==> config.mk <==
export PLATFORM = sky130hd
export DESIGN_NAME = mdu_top
export DESIGN_NICKNAME = d
export VERILOG_FILES = /design/src/core/mdu_pkg.sv /design/src/core/mdu_top.sv /design/src/core/mdu_step.sv
export SDC_FILE = /design/constraint.sdc
export NUM_CORES = 1
export LEC_CHECK = 0
export BUFFER_PORTS_ARGS = -buffer_cell sky130_fd_sc_hd__buf_2
export CAP_MARGIN = 30
export CORE_UTILIZATION = 45
export DETAILED_ROUTE_END_ITERATION = 8
export SLEW_MARGIN = 20
export SYNTH_ARGS = -nofsm -noshare
export SYNTH_HDL_FRONTEND = slang
export SYNTH_HIERARCHICAL = 1
export SYNTH_SLANG_ARGS = --single-unit
==> constraint.sdc <==
create_clock -name clk_i -period 4.4 [get_ports clk_i]
set_clock_uncertainty 0.2 [all_clocks]
set_input_delay 0.44 -clock clk_i [delete_from_list [all_inputs] [get_ports clk_i]]
set_output_delay 0.44 -clock clk_i [all_outputs]
set_load 0.03 [all_outputs]
==> src/core/mdu_pkg.sv <==
`default_nettype none
package mdu_pkg;
	// Register indices on the plain register port (address of one word each)
	localparam logic [2:0] MDU_IDX_REM_RESULT   = 3'h0;
	localparam logic [2:0] MDU_IDX_OPA_LOWER    = 3'h1;
	localparam logic [2:0] MDU_IDX_OPA_UPPER    = 3'h2;
	localparam logic [2:0] MDU_IDX_OPB_DIVISOR  = 3'h3;
	localparam logic [2:0] MDU_IDX_ARITH_CTRL   = 3'h4;
	// Field positions in the control register
	localparam int       MDU_CTRL_START_POS     = 7;
	localparam int       MDU_CTRL_SEL_POS       = 0;
	// Values after reset
	localparam logic [15:0] MDU_RST_HALF        = 16'h0000;
	localparam logic [7:0]  MDU_RST_CTRL        = 8'h00;
	// Cycle counts of one operation
	localparam logic [5:0]  MDU_MUL_CYCLES      = 6'h10;
	localparam logic [5:0]  MDU_DIV_CYCLES      = 6'h20;
	// Byte lane strobes
	localparam logic [1:0]  MDU_BE_LOW          = 2'h1;
	localparam logic [1:0]  MDU_BE_HIGH         = 2'h2;
	// Sequencer states
	typedef enum logic [0:0] {MDU_IDLE, MDU_BUSY} mdu_state_t;
endpackage : mdu_pkg
`default_nettype wire

==> src/core/mdu_top.sv <==
// Chosen here: the address map and the address-and-strobe port.
`default_nettype none
// Function
// - Multiply sixteen by sixteen into thirty-two bits
// - Divide 32 by 16: quotient, remainder
// - Remainder zero after multiply, remainder after divide
// - Reset clears remainder, operand A, operand B
// - Remainder cleared when start bit set
// - Operand A 32 bits, two 16-bit halves
// - Multiply start forces upper half zero
// - Multiplier low half; dividend whole; quotient replaces
// - Operand A takes intermediates from next clock
// - Operand A halves take byte or halfword writes
// - Operand B multiplicand/divisor, byte or halfword writes
// - Remainder readable by byte or halfword
// - Start bit begins, self-clears at finish
// - Multiply finishes after sixteen clocks
// - Divide finishes after thirty-two clocks
// - Completion pulse after results stored
module mdu_top
	import mdu_pkg::*;
(
	input  wire logic        clk_i,     // 125 MHz clock
	input  wire logic        reset_i,   // Async reset, active high
	input  wire logic [2:0]  addr_i,    // Register index
	input  wire logic [15:0] wdata_i,   // Write data
	input  wire logic [1:0]  be_i,      // Byte enables, low/high lane
	input  wire logic        wr_i,      // Write strobe
	input  wire logic        rd_i,      // Read strobe
	output logic      [15:0] rdata_o,   // Read data, cycle after strobe
	output logic             busy_o,    // Start bit mirror
	output logic             arith_done_irq_o // Completion pulse
);
	logic [31:0] operand_a_result_ff;  // Operand A and result
	logic [15:0] operand_b_divisor_ff; // Operand B
	logic [15:0] remainder_result_ff;  // Remainder
	logic [15:0] mcand_ff;             // Multiplier bits consumed MSB first
	logic        arith_start_bit_ff;   // Running flag
	logic        mul_div_select_ff;    // High selects multiply
	logic [5:0]  count_ff;             // Cycles left
	mdu_state_t  state_ff;             // Sequencer
	logic        done_ff;              // Completion pulse register
	logic [15:0] rdata_ff;             // Read data register
	logic [31:0] nxt_acc_a;            // Step outputs
	logic [15:0] nxt_rem;
	logic        wr_ctrl;              // Control write decode
	logic        start_req;            // Start written while idle
	logic        last_step;            // Final iteration this cycle
	logic [15:0] merged;               // Byte-merged write value

	assign wr_ctrl   = wr_i && addr_i == MDU_IDX_ARITH_CTRL;
	assign start_req = wr_ctrl && wdata_i[MDU_CTRL_START_POS]
		&& state_ff == MDU_IDLE;
	assign last_step = state_ff == MDU_BUSY && count_ff == 6'h01;
	assign busy_o           = arith_start_bit_ff;
	assign arith_done_irq_o = done_ff;
	assign rdata_o          = rdata_ff;

	// Byte-lane merge against the addressed register's old value
	function automatic logic [15:0] lane_merge(input logic [15:0] old,
		input logic [15:0] nw, input logic [1:0] be);
		logic [15:0] r;
		r = old;
		if ((be & MDU_BE_LOW) != 2'h0)
			r[7:0] = nw[7:0];
		if ((be & MDU_BE_HIGH) != 2'h0)
			r[15:8] = nw[15:8];
		return r;
	endfunction : lane_merge

	// Old value of the addressed operand A half or of operand B
	always_comb
	begin
		case (addr_i)
			MDU_IDX_OPA_LOWER:
				merged = lane_merge(operand_a_result_ff[15:0], wdata_i, be_i);
			MDU_IDX_OPA_UPPER:
				merged = lane_merge(operand_a_result_ff[31:16], wdata_i, be_i);
			MDU_IDX_OPB_DIVISOR:
				merged = lane_merge(operand_b_divisor_ff, wdata_i, be_i);
			default:
				merged = wdata_i;
		endcase
	end

	// Datapath iteration
	mdu_step u_step (
		.mul_mode_i  (mul_div_select_ff),
		.acc_a_i     (operand_a_result_ff),
		.rem_i       (remainder_result_ff),
		.opb_i       (operand_b_divisor_ff),
		.mcand_i     (mcand_ff),
		.nxt_acc_a_o (nxt_acc_a),
		.nxt_rem_o   (nxt_rem)
	);

	// Sequencer: start, count, self-clear of start bit
	always_ff @(posedge clk_i or posedge reset_i)
	begin
		if (reset_i)
		begin
			state_ff           <= MDU_IDLE;
			count_ff           <= 6'h00;
			arith_start_bit_ff <= 1'b0;
			mul_div_select_ff  <= MDU_RST_CTRL[MDU_CTRL_SEL_POS];
			done_ff            <= 1'b0;
		end
		else
		begin
			done_ff <= 1'b0;
			case (state_ff)
				MDU_IDLE:
				begin
					if (wr_ctrl)
						mul_div_select_ff <= wdata_i[MDU_CTRL_SEL_POS];
					if (start_req)
					begin
						// Cycle count by mode
						state_ff           <= MDU_BUSY;
						arith_start_bit_ff <= 1'b1;
						count_ff <= wdata_i[MDU_CTRL_SEL_POS] ?
							MDU_MUL_CYCLES : MDU_DIV_CYCLES;
					end
				end
				MDU_BUSY:
				begin
					if (wr_ctrl && !wdata_i[MDU_CTRL_START_POS])
					begin
						// Software abort stops without a done pulse
						state_ff           <= MDU_IDLE;
						arith_start_bit_ff <= 1'b0;
					end
					else if (last_step)
					begin
						state_ff           <= MDU_IDLE;
						arith_start_bit_ff <= 1'b0;
						done_ff            <= 1'b1;
					end
					count_ff <= count_ff - 6'h01;
				end
				default:
					state_ff <= MDU_IDLE;
			endcase
		end
	end

	// Operand A: bus writes while idle, iterations while busy
	always_ff @(posedge clk_i or posedge reset_i)
	begin
		if (reset_i)
			operand_a_result_ff <= {MDU_RST_HALF, MDU_RST_HALF};
		else if (state_ff == MDU_BUSY)
			operand_a_result_ff <= nxt_acc_a;
		else if (start_req && wdata_i[MDU_CTRL_SEL_POS])
			// Multiply: clear upper half, accumulate from zero
			operand_a_result_ff <= {MDU_RST_HALF, MDU_RST_HALF};
		else if (wr_i && addr_i == MDU_IDX_OPA_LOWER)
			operand_a_result_ff[15:0] <= merged;
		else if (wr_i && addr_i == MDU_IDX_OPA_UPPER)
			operand_a_result_ff[31:16] <= merged;
	end

	// Saved multiplier, shifted left each multiply step
	always_ff @(posedge clk_i or posedge reset_i)
	begin
		if (reset_i)
			mcand_ff <= MDU_RST_HALF;
		else if (start_req)
			mcand_ff <= operand_a_result_ff[15:0];
		else if (state_ff == MDU_BUSY)
			mcand_ff <= {mcand_ff[14:0], 1'b0};
	end

	// Operand B: writes ignored while running to keep the result sane
	always_ff @(posedge clk_i or posedge reset_i)
	begin
		if (reset_i)
			operand_b_divisor_ff <= MDU_RST_HALF;
		else if (wr_i && addr_i == MDU_IDX_OPB_DIVISOR
			&& state_ff == MDU_IDLE)
			operand_b_divisor_ff <= merged;
	end

	// Remainder: cleared at start, then partial remainders
	always_ff @(posedge clk_i or posedge reset_i)
	begin
		if (reset_i)
			remainder_result_ff <= MDU_RST_HALF;
		else if (start_req)
			remainder_result_ff <= MDU_RST_HALF;
		else if (state_ff == MDU_BUSY)
			remainder_result_ff <= nxt_rem;
	end

	// Read data, valid the cycle after the strobe
	always_ff @(posedge clk_i or posedge reset_i)
	begin
		if (reset_i)
			rdata_ff <= MDU_RST_HALF;
		else if (rd_i)
		begin
			case (addr_i)
				MDU_IDX_REM_RESULT:  rdata_ff <= remainder_result_ff;
				MDU_IDX_OPA_LOWER:   rdata_ff <= operand_a_result_ff[15:0];
				MDU_IDX_OPA_UPPER:   rdata_ff <= operand_a_result_ff[31:16];
				MDU_IDX_OPB_DIVISOR: rdata_ff <= operand_b_divisor_ff;
				MDU_IDX_ARITH_CTRL:
					rdata_ff <= {8'h00, arith_start_bit_ff, 6'h00,
						mul_div_select_ff};
				default:             rdata_ff <= 16'h0000;
			endcase
		end
	end
endmodule : mdu_top
`default_nettype wire

==> src/core/mdu_step.sv <==
`default_nettype none
// One iteration of shift-add multiply or restoring divide
module mdu_step
	import mdu_pkg::*;
(
	input  wire logic        mul_mode_i,  // High for multiply
	input  wire logic [31:0] acc_a_i,     // Operand A / quotient shifter
	input  wire logic [15:0] rem_i,       // Partial remainder
	input  wire logic [15:0] opb_i,       // Multiplicand or divisor
	input  wire logic [15:0] mcand_i,     // Saved multiplier bits
	output logic      [31:0] nxt_acc_a_o, // Next operand A
	output logic      [15:0] nxt_rem_o    // Next remainder
);
	logic [16:0] trial;  // Remainder shifted with next dividend bit
	logic [16:0] diff;   // Trial minus divisor
	logic [32:0] sum;    // Shift-add partial

	// Combinational step
	always_comb
	begin
		trial = {rem_i, acc_a_i[31]};
		diff  = trial - {1'b0, opb_i};
		sum   = 33'h0;
		if (mul_mode_i)
		begin
			// MSB-first shift-add of the saved multiplier bit
			sum = {acc_a_i, 1'b0} + (mcand_i[15] ? {17'h0, opb_i} : 33'h0);
			nxt_acc_a_o = sum[31:0];
			nxt_rem_o   = MDU_RST_HALF;
		end
		else if (!diff[16])
		begin
			// Divisor fits: subtract, quotient bit one
			nxt_acc_a_o = {acc_a_i[30:0], 1'b1};
			nxt_rem_o   = diff[15:0];
		end
		else
		begin
			// Does not fit: keep remainder, quotient bit zero
			nxt_acc_a_o = {acc_a_i[30:0], 1'b0};
			nxt_rem_o   = trial[15:0];
		end
	end
endmodule : mdu_step
`default_nettype wire

==> results of run 1 <==
==> cells in the final DEF, fill, tap and decap left out, types with 5 or more instances in the layout <==
cell	n
o211ai_1	14
inv_1	102
nand4_1	5
a21o_1	10
a211oi_1	5
o31ai_1	8
ha_1	33
buf_2	42
a21oi_1	44
xor2_1	14
nand2_1	88
o311ai_1	9
a311oi_1	8
a21oi_2	10
xnor2_1	29
a41oi_1	7
mux2_2	48
buf_4	17
nand2b_1	18
a31oi_1	17
nand3_1	23
a311o_1	9
and2_1	25
mux2i_1	6
o311ai_0	15
nor2_1	50
o22ai_1	17
clkbuf_16	9
nand4b_1	17
dfrtp_1	105
o21ai_0	65
mux4_2	14
==> metal layers <==
layer / wire [um] / up-vias / GRT usage, %
met2: 11300 / 276 / 41.8
met1: 11500 / 3648 / 38.8
met4: 424 / 0 / 6.92
met3: 1950 / 28 / 5.42
li1: - / 3432 / -
met5: 0 / - / 0
==> kinds of logic after synthesis <==
group | Yosys count | synth area share (%)
xor+xnor | 43 | 4.49
compound gates | 267 | 22.0
buf+inv | 170 | 8.36
mux | 68 | 10.9
flops | 106 | 31.6
simple gates | 266 | 17.3
fa+ha+maj | 35 | 5.39
==> path summary, 6_finish.rpt <==
| check | cells past startpoint | to |
|---|---|---|
| max in group asynchronous | 3 | operand_a_result_ff[26] |
| setup / recovery | 14 | operand_a_result_ff[23] |
| hold reg to reg | 2 | rdata_o[6] |
| hold / removal | 2 | count_ff[5] |
| setup reg to reg | 14 | operand_a_result_ff[23] |
| min in group clk_i | 3 | operand_b_divisor_ff[12] |
==> area by class of cell <==
class	instances	area, sq um
multi-input combinational	679	5040
fill	1762	9160
clock inverter	4	28.8
timing repair buffer	59	338
sequential	106	2650
inverter	104	393
clock buffer	11	243
tap	229	287
==> worst register-to-register path, delay by kind of cell, from the launching register on <==
family / cells / cell delay, ns
buf+inv: 1 / 0.06
compound gates: 6 / 1.24
flops: 1 / 0.68
xor+xnor: 1 / 0.07
fa+ha+maj: 2 / 0.55
simple gates: 4 / 0.69
==> report_power, final <==
group / switching, uW / internal, uW
Combinational: 1710 / 1350
Sequential: 505 / 1300
Clock: 386 / 398
Total: 2600 / 3050
==> stage by stage <==
| stage | power (uW) | cells | hold WS [ns] | worst slack [ns] | cell area [sq um] |
|---|---|---|---|---|---|
| 6_report | 5650 | 1192 | 0.0126 | 0.786 | 8990 |
| 5_1_grt | 6070 | 1192 | 0.0730 | 0.504 | 8990 |
| 4_1_cts | 5620 | 1192 | 0.0377 | 0.799 | 8990 |
| 3_5_place_dp | 4820 | 1177 | 0.316 | 0.820 | 8720 |
| 3_3_place_gp | 4800 | 1177 | 0.310 | 0.901 | 8720 |
| 2_1_floorplan | 4080 | 955 | 0.287 | 0.971 | 8400 |
==> cells in the mapped netlist (8+ instances only) <==
cell type | instances | area (sq um)
nor2_1 | 50 | 188
dfrtp_1 | 106 | 2650
buf_2 | 21 | 105
o21ai_0 | 65 | 325
o31ai_1 | 8 | 60.1
and2_1 | 25 | 156
nand2b_1 | 18 | 113
nand2_1 | 88 | 330
o311ai_1 | 9 | 78.8
nand4b_1 | 17 | 149
clkbuf_1 | 37 | 139
a31oi_1 | 17 | 106
o211ai_1 | 14 | 105
o22ai_1 | 17 | 106
mux2_2 | 48 | 541
ha_1 | 33 | 413
a311oi_1 | 8 | 70.1
inv_1 | 104 | 390
nand3_1 | 23 | 115
xnor2_1 | 29 | 254
a311o_1 | 9 | 90.1
a21o_1 | 10 | 75.1
xor2_1 | 14 | 123
a21oi_2 | 10 | 87.6
o311ai_0 | 15 | 131
mux4_2 | 14 | 315
a21oi_1 | 44 | 220
==> registers in the layout (all words and copies together), names as in the netlist <==
signal,flops
operand_a_result_ff,32
mcand_ff,16
operand_b_divisor_ff,16
rdata_o,16
remainder_result_ff,16
count_ff,6
arith_done_irq_o,1
busy_o,1
mul_div_select_ff,1
state_ff,1
==> metrics.yaml, run 1 <==
clkSinkCount: 106
grt_pass1_wl_mm: 40.7
avgSynthCellArea_sq_um: 8.79
tightestPinTransition_ns: 0.896
period_minus_slack_ns: 3.61
drc: 5
io_pins: 43
startpoint: "mcand_ff[15]"
postRouteAntennaNets: 0
syn-num-nets: 1015
path_cells: "and2_1 -> ha_1 -> inv_1 -> fa_1 -> nand2b_1 -> a21oi_1 -> o21ai_0 -> o31a_1 -> o221a_2 -> nor2_1 -> xor2_1 -> and2_1 -> a41oi_1 -> o31ai_1"
grt_pass1_vias: 6991
critPathCaptureType: "flop"
max-cap-violations: 0
cp_common_cell: "and2_1"
violations: "design-rule violations"
drt_iter0_markers: 695
wl_per_cell_um: 21.2
rsz0062_at_grt: "no"
clk_pin_slew_ns: 0.08
die_x_um: 139
cp-start-kind: "flop"
area_growth_pct: 7.05
synth_area_sq_um: 8400
relSlewSlack_pct: 40.2
async_flop_share_pct: 100
start_util_pct: 46.3
ys_ff_latch: 106
cp_num_buf_inv: 1
fmax_mhz: 277
setup_viol: 0
crit_slowest_cell: "dfrtp_1"
finalHoldViolations: 0
numCtsBuffers: 9
synth_edf_count: 0
postCtsSetupRepairBufs: 0
rows: 49
synthFlopType: "dfrtp_1"
crit_fanout: 17
cpPeakStageDelay_ns: 0.68
synthDistinctLibCells: 75
clkLatencyLatePin_ns: 0.36
cts_max_level: 3
crit_type: "flop to flop"
cts.repair.resized: 0
cp.required_ns: 4.42
maxSlewViolCount: 0
p_per_area_nw_per_um2: 628
postCtsHoldBufs: 0
tritoncts: "built"
rrSetupSlack_ns: 0.79
globalRouteOverflowTotal: 0
status: "finished, violations left"
ys_seq_area_share_pct: 31.6
dp_hpwl_mm: 17.2
num_vias: 7384
routabilityCongestion: 0.868
final_util_pct: 49.5
drive_gt1_share_pct: 17.8
antennaDiodeCount: 0
path_delay_family: "compound AO/OA/AOI/OAI gates"
port_buffers: 42
root_buffer: "clkbuf_16"
die_area_sq_um: 19200
nets: 1019
post-route-period-util_pct: 82.1
die_h_um: 139
drt_first_pass_iters: 9
timing.setup.tns_ns: 0
netlist_instances: 955
cts_max_path_buffers: 2
antenna_found_initial: 0
p_leak_uw: 0.00378
viasPerCell: 6.19
grt_max_degree: 78
ys_warn_count: 6
routed_wl_mm: 25.2
ir_worst_vdd_mv: 0.270
hp-class: "input port to asynchronous set/reset pin"
r2r_start: "mcand_ff[15]"
critPathArrivalTime_ns: 3.64
coreArea_sq_um: 18100
grt_use_total_pct: 27.1
(Power assumes the default switching activity.)
==> inputs of run 2 (changes only) <==
clock period = 3.1 ns   (was 4.4 ns; I/O delays follow)
==> run 2 against run 1 <==
  * Routed wire length up 2.9%
  * Sequential power up 32%
  * Die area unchanged
  * Largest power group unchanged
  * Fmax up 22%
  * The run still ends with design-rule violations left
  * Total power up 58%
  * Setup slack worse by 0.66 ns
  * Cell count up 3.7%
  * Critical path depth down 3
  * First-iteration DRC count down 20%
  * Count of clock-buffer cells in the layout unchanged
  * Register-to-register slack worse by 0.66 ns
==> metrics.yaml, run 2 (synthesis gave the netlist of run 1 again) <==
status: "finished, violations left"
violations: "design-rule violations"
die_area_sq_um: 19200  # unchanged
num_vias: 7469  # +1.2%
crit_type: "flop to flop"
numCtsBuffers: 9  # unchanged
wl_per_cell_um: 21.0  # -0.80%
fmax_mhz: 336  # +22%
start_util_pct: 46.3  # unchanged
clkSinkCount: 106  # unchanged
area_growth_pct: 14.8
dp_cells: 1212  # +3.0%
min_path_cells: 3
tritoncts: "built"
nFillCells: 1663  # -5.6%
clkLatencyLatePin_ns: 0.36  # about the same
rows: 49  # unchanged
die_h_um: 139  # unchanged
finalHoldViolations: 0  # unchanged
clk_pin_slew_ns: 0.08  # about the same
drive_gt1_share_pct: 24.1  # +6.4 points
drc: 7  # +2
final_cell_mix: "inv_1, dfrtp_1, nand2_1"
cp-start-kind: "flop"
coreArea_sq_um: 18100  # unchanged
rrSetupSlack_ns: 0.13  # -0.66 ns
root_buffer: "clkbuf_16"
port_buffers: 42  # unchanged
grt_pass1_vias: 7182  # +2.7%
antenna_found_initial: 0  # unchanged
holdPathEnd: "operand_b_divisor_ff[13]"
grt_pass1_wl_mm: 41.0  # +0.56%
cts_max_level: 3  # unchanged
largest_register_ff_count: 32  # unchanged
critPathCaptureType: "flop"
grt_use_total_pct: 27.5  # +0.40 points
crit_fanout: 6  # -11
nets: 1062  # +4.2%
relSlewSlack_pct: 49.6  # +9.4 points
r2r_start: "operand_b_divisor_ff[10]"
io_pins: 43  # unchanged
rr_worst_depth: 11  # -3
setup_viol: 0  # unchanged
routed_wl_mm: 26.0  # +2.9%
cp.required_ns: 3.14  # -1.28 ns
p_per_area_nw_per_um2: 923  # +47%
max-cap-violations: 0  # unchanged
timing.setup.tns_ns: 0  # unchanged
r2r_end: "operand_a_result_ff[0]"
period_minus_slack_ns: 2.97  # -0.642 ns
tightestPinTransition_ns: 0.757  # -0.140 ns
drt_iter0_markers: 558  # -20%
maxSlewViolCount: 0  # unchanged
critPathArrivalTime_ns: 3.01  # -0.63 ns
antennaDiodeCount: 0  # unchanged
rsz0062_at_grt: "yes"
grt_max_degree: 66  # -15%
final_cells: 1236  # +3.7%
routabilityCongestion: 0.859  # -1.0%
dp_hpwl_mm: 18.0  # +4.3%
p_leak_uw: 0.00405  # +7.1%
regMostFlops: "operand_a_result_ff"
ir_worst_vdd_mv: 0.407  # +51%
die_x_um: 139  # unchanged
hp-class: "input port to flop"
post-route-period-util_pct: 95.9  # +14 points
postRouteAntennaNets: 0  # unchanged
hold_start: "wdata_i[13]"
drt_first_pass_iters: 7  # -2
globalRouteOverflowTotal: 0  # unchanged
cts_max_path_buffers: 2  # unchanged
viasPerCell: 6.04  # -2.4%
-- run 2: changes by cell type in the layout (fill, tap and decap cells not counted), sizes merged --
| cell | delta |
|---|---|
| clkinvlp | -1 |
| bufinv | +2 |
| clkinv | +1 |
| inv | -1 |
| buf | +41 |
| clkbuf | +1 |
| dlygate4sd3 | +1 |
-- run 2: power by group --
| group | internal [uW] | total [uW] | switching [uW] |
|---|---|---|---|
| logic | 2410 | 5210 | 2790 |
| clock network | 731 | 1300 | 565 |
| registers | 1850 | 2390 | 540 |
| total | 5000 | 8890 | 3900 |
-- run 2: layer usage --
layer / up-vias / track usage, % / share of wire [%]
li1: 3530 / - / -
met1: 3670 / 39.5 / 46
met2: 227 / 43.4 / 46
met3: 42 / 3.49 / 5.6
met4: 0 / 8.10 / 2.0
met5: - / 0 / 0
-- run 2: layout make-up --
cell class / instances / area [sq um] / area share (%)
clock buffer: 11 / 243 / 2.52
timing repair buffer: 102 / 734 / 7.62
clock inverter: 5 / 78.8 / 0.818
sequential: 106 / 2660 / 27.6
inverter: 104 / 394 / 4.09
multi-input combinational: 679 / 5240 / 54.4
tap: 229 / 287 / 2.97
-- run 2: timing repair --
action                                  in CTS  in global routing
cloned                                       0                  1
endpoints found under the setup margin       1                 26
pin swaps                                    0                  9
gates resized for setup                      2                 39
hold buffers                                 1                  0
setup buffers                                0                  6
endpoints found under the hold margin       54                  0
-- run 2: how the worst max path moves through the flow --
stage / slack (ns) / to / start / cells past startpoint
2_1_floorplan: 0.02 / operand_a_result_ff[23] / mcand_ff[15] / 15
3_3_place_gp: 0.06 / operand_a_result_ff[23] / mcand_ff[15] / 14
3_5_place_dp: -0.02 / operand_a_result_ff[23] / mcand_ff[15] / 14
4_1_cts: 0.006 / operand_a_result_ff[18] / mcand_ff[15] / 13
5_1_grt: -0.04 / operand_a_result_ff[18] / mcand_ff[15] / 13
6_report: 0.13 / operand_a_result_ff[0] / operand_b_divisor_ff[10] / 11
-- run 2: worst max-delay path, cell delays in order (launching register included) --
cell and delay [ns]:
dfrtp_1 0.55, inv_1 0.11, ha_1 0.36, nand2_1 0.15
o21ai_1 0.12, nor4_2 0.27, a21oi_2 0.12, a311o_1 0.33
nor2_1 0.31, a31o_2 0.16, nand2_1 0.05, o311ai_0 0.12
-- run 2: per-stage QoR --
step	worst slack [ns]	instance area [sq um]	util (%)	power [uW]	hold WS [ns]
6_report	0.128	9640	53.1	8890	0.0342
5_1_grt	-0.0407	9640	53.1	9530	0.0385
4_1_cts	0.00631	9370	51.7	8470	0.0251
3_5_place_dp	-0.0249	9040	49.8	7150	0.0592
3_3_place_gp	0.0583	9040	49.8	7130	0.0595
2_1_floorplan	0.0213	8410	-	5800	0.239
==> inputs of run 3 (changes only) <==
HOLD_SLACK_MARGIN = 0.06   (was default)
==> run 3 against run 2 <==
  * The flow still finishes with violations (design-rule violations)
  * Setup slack improved by 0.0026 ns
  * First-iteration DRC count increased by 0.18%
  * Count of clock-buffer cells in the layout unchanged
  * Sequential power about the same
  * Combinational power about the same
  * Sequential cell count unchanged
  * Total power about the same
  * Global-route usage increased by 0.15 points
  * Critical path depth increased by 3
  * Routed wire length about the same
  * Register-to-register slack about the same
  * Sequential share of layout area decreased by 0.37 points
  * Largest cell class unchanged
  * Largest power group unchanged
==> metrics.yaml, run 3 (synthesis gave the netlist of run 1 again) <==
period_minus_slack_ns: 2.97  # -0.00256 ns
regMostFlops: "operand_a_result_ff"
tightestPinTransition_ns: 0.770  # +0.0132 ns
coreArea_sq_um: 18100  # unchanged
globalRouteOverflowTotal: 0  # unchanged
root_buffer: "clkbuf_16"
critPathArrivalTime_ns: 3.04  # +0.03 ns
cp-start-kind: "flop"
finalHoldViolations: 0  # unchanged
antenna_found_initial: 0  # unchanged
endpoint: "remainder_result_ff[8]"
cts_max_level: 3  # unchanged
drt_iter0_markers: 559  # +0.18%
port_buffers: 42  # unchanged
post-route-period-util_pct: 95.8  # about the same
grt_pass1_wl_mm: 41.2  # +0.64%
critPathCaptureType: "flop"
tritoncts: "built"
routabilityCongestion: 0.859  # unchanged
grt_pass1_vias: 7240  # +0.81%
numCtsBuffers: 9  # unchanged
clk_pin_slew_ns: 0.07  # about the same
max-cap-violations: 0  # unchanged
startpoint: "operand_a_result_ff[31]"
viasPerCell: 5.99  # -0.95%
drive_gt1_share_pct: 23.8  # -0.31 points
io_pins: 43  # unchanged
largest_register_ff_count: 32  # unchanged
die_x_um: 139  # unchanged
nets: 1075  # +1.2%
rrSetupSlack_ns: 0.13  # about the same
clkSinkCount: 106  # unchanged
rr_worst_depth: 14  # +3
status: "finished, violations left"
drc: 7  # unchanged
routed_wl_mm: 26.0  # about the same
p_per_area_nw_per_um2: 911  # -1.3%
timing.setup.tns_ns: 0  # unchanged
postRouteAntennaNets: 0  # unchanged
maxSlewViolCount: 0  # unchanged
hp-class: "input port to flop"
die_h_um: 139  # unchanged
antennaDiodeCount: 0  # unchanged
rows: 49  # unchanged
fmax_mhz: 337  # about the same
drt_first_pass_iters: 6  # -1
die_area_sq_um: 19200  # unchanged
final_util_pct: 53.8  # +0.72 points
cp.required_ns: 3.17  # +0.03 ns
cts_max_path_buffers: 2  # unchanged
dp_hpwl_mm: 18.0  # unchanged
r2r_start: "operand_a_result_ff[31]"
num_vias: 7476  # +0.094%
r2r_end: "remainder_result_ff[8]"
grt_use_total_pct: 27.7  # +0.15 points
violations: "design-rule violations"
crit_type: "flop to flop"
p_leak_uw: 0.00410  # +1.3%
crit_fanout: 8  # +2
start_util_pct: 46.3  # unchanged
whs_ns: 0.0830  # +0.0488 ns
rsz0062_at_grt: "yes"
area_growth_pct: 16.3
grt_max_degree: 66  # unchanged
wl_per_cell_um: 20.8  # -1.0%
ir_worst_vdd_mv: 0.405  # -0.36%
clkLatencyLatePin_ns: 0.36  # about the same
final_cell_mix: "inv_1, dfrtp_1, nand2_1"
relSlewSlack_pct: 48.7  # -0.88 points
setup_viol: 0  # unchanged
==> run 3: changes by cell type in the layout (fill, tap and decap cells not counted) <==
cell / before / now
dlygate4sd3_1: 1 / 14
==> run 3: final cells by class <==
type                            instances  area (sq um)
Clock buffer                           11           243
Clock inverter                          5          78.8
Fill cell                            1647          8380
Inverter                              104           394
Multi-Input combinational cell        679          5240
Sequential cell                       106          2660
Tap cell                              229           287
Timing Repair Buffer                  115           865
==> run 3: how the worst min path moves through the flow <==
stage | from | slack, ns | cells after the start | endpoint
6_report | wdata_i[5] | 0.08 | 2 | operand_b_divisor_ff[5]
5_1_grt | wdata_i[5] | 0.08 | 2 | operand_b_divisor_ff[5]
4_1_cts | wdata_i[5] | 0.07 | 2 | operand_b_divisor_ff[5]
3_5_place_dp | reset_i | 0.06 | 2 | arith_done_irq_o
3_3_place_gp | reset_i | 0.06 | 2 | arith_done_irq_o
2_1_floorplan | wdata_i[0] | 0.24 | 2 | mul_div_select_ff
==> run 3: repair_timing <==
| item | in CTS | in global routing |
|---|---|---|
| pin swaps | 0 | 9 |
| hold buffers | 14 | 0 |
| gates resized for setup | 2 | 39 |
| gates cloned | 0 | 1 |
| buffers inserted | 0 | 6 |
| endpoints found under the hold margin | 119 | 0 |
| endpoints found under the setup margin | 1 | 27 |
==> run 3: worst max-delay path, stage by stage, from the launching register on <==
cell,delay [ns]
dfrtp_1,0.35
inv_1,0.05
ha_1,0.22
fa_2,0.35
nand2b_2,0.22
a21oi_4,0.19
o21ai_2,0.10
nor2b_4,0.15
a311oi_4,0.34
buf_4,0.18
clkbuf_16,0.14
nand2_1,0.07
a21oi_2,0.13
nand2_1,0.07
o21ai_0,0.11
==> run 3: through the flow <==
step | setup slack [ns] | instances | total power (uW) | instance area [sq um]
finish | 0.131 | 1249 | 8900 | 9770
global route | -0.0407 | 1249 | 9550 | 9770
CTS | 0.00631 | 1242 | 8480 | 9500
detailed placement | -0.0249 | 1212 | 7150 | 9040
global placement | 0.0583 | 1212 | 7130 | 9040
floorplan | 0.0213 | 955 | 5800 | 8410
==> run 3: report_power, final <==
part	leakage [uW]	switching, uW	total, uW	internal [uW]
Combinational	0.00260	2790	5220	2420
Clock	0.000159	564	1300	731
Sequential	0.00134	534	2390	1850
Total	0.00410	3890	8900	5010
==> run 3: layer usage <==
layer / routed length [um] / share of wire, % / global-route usage (%)
met1: 12000 / 46 / 39.6
met2: 12000 / 46 / 43.6
met3: 1570 / 6.0 / 3.59
met4: 449 / 1.7 / 8.28
met5: 0 / 0 / 0
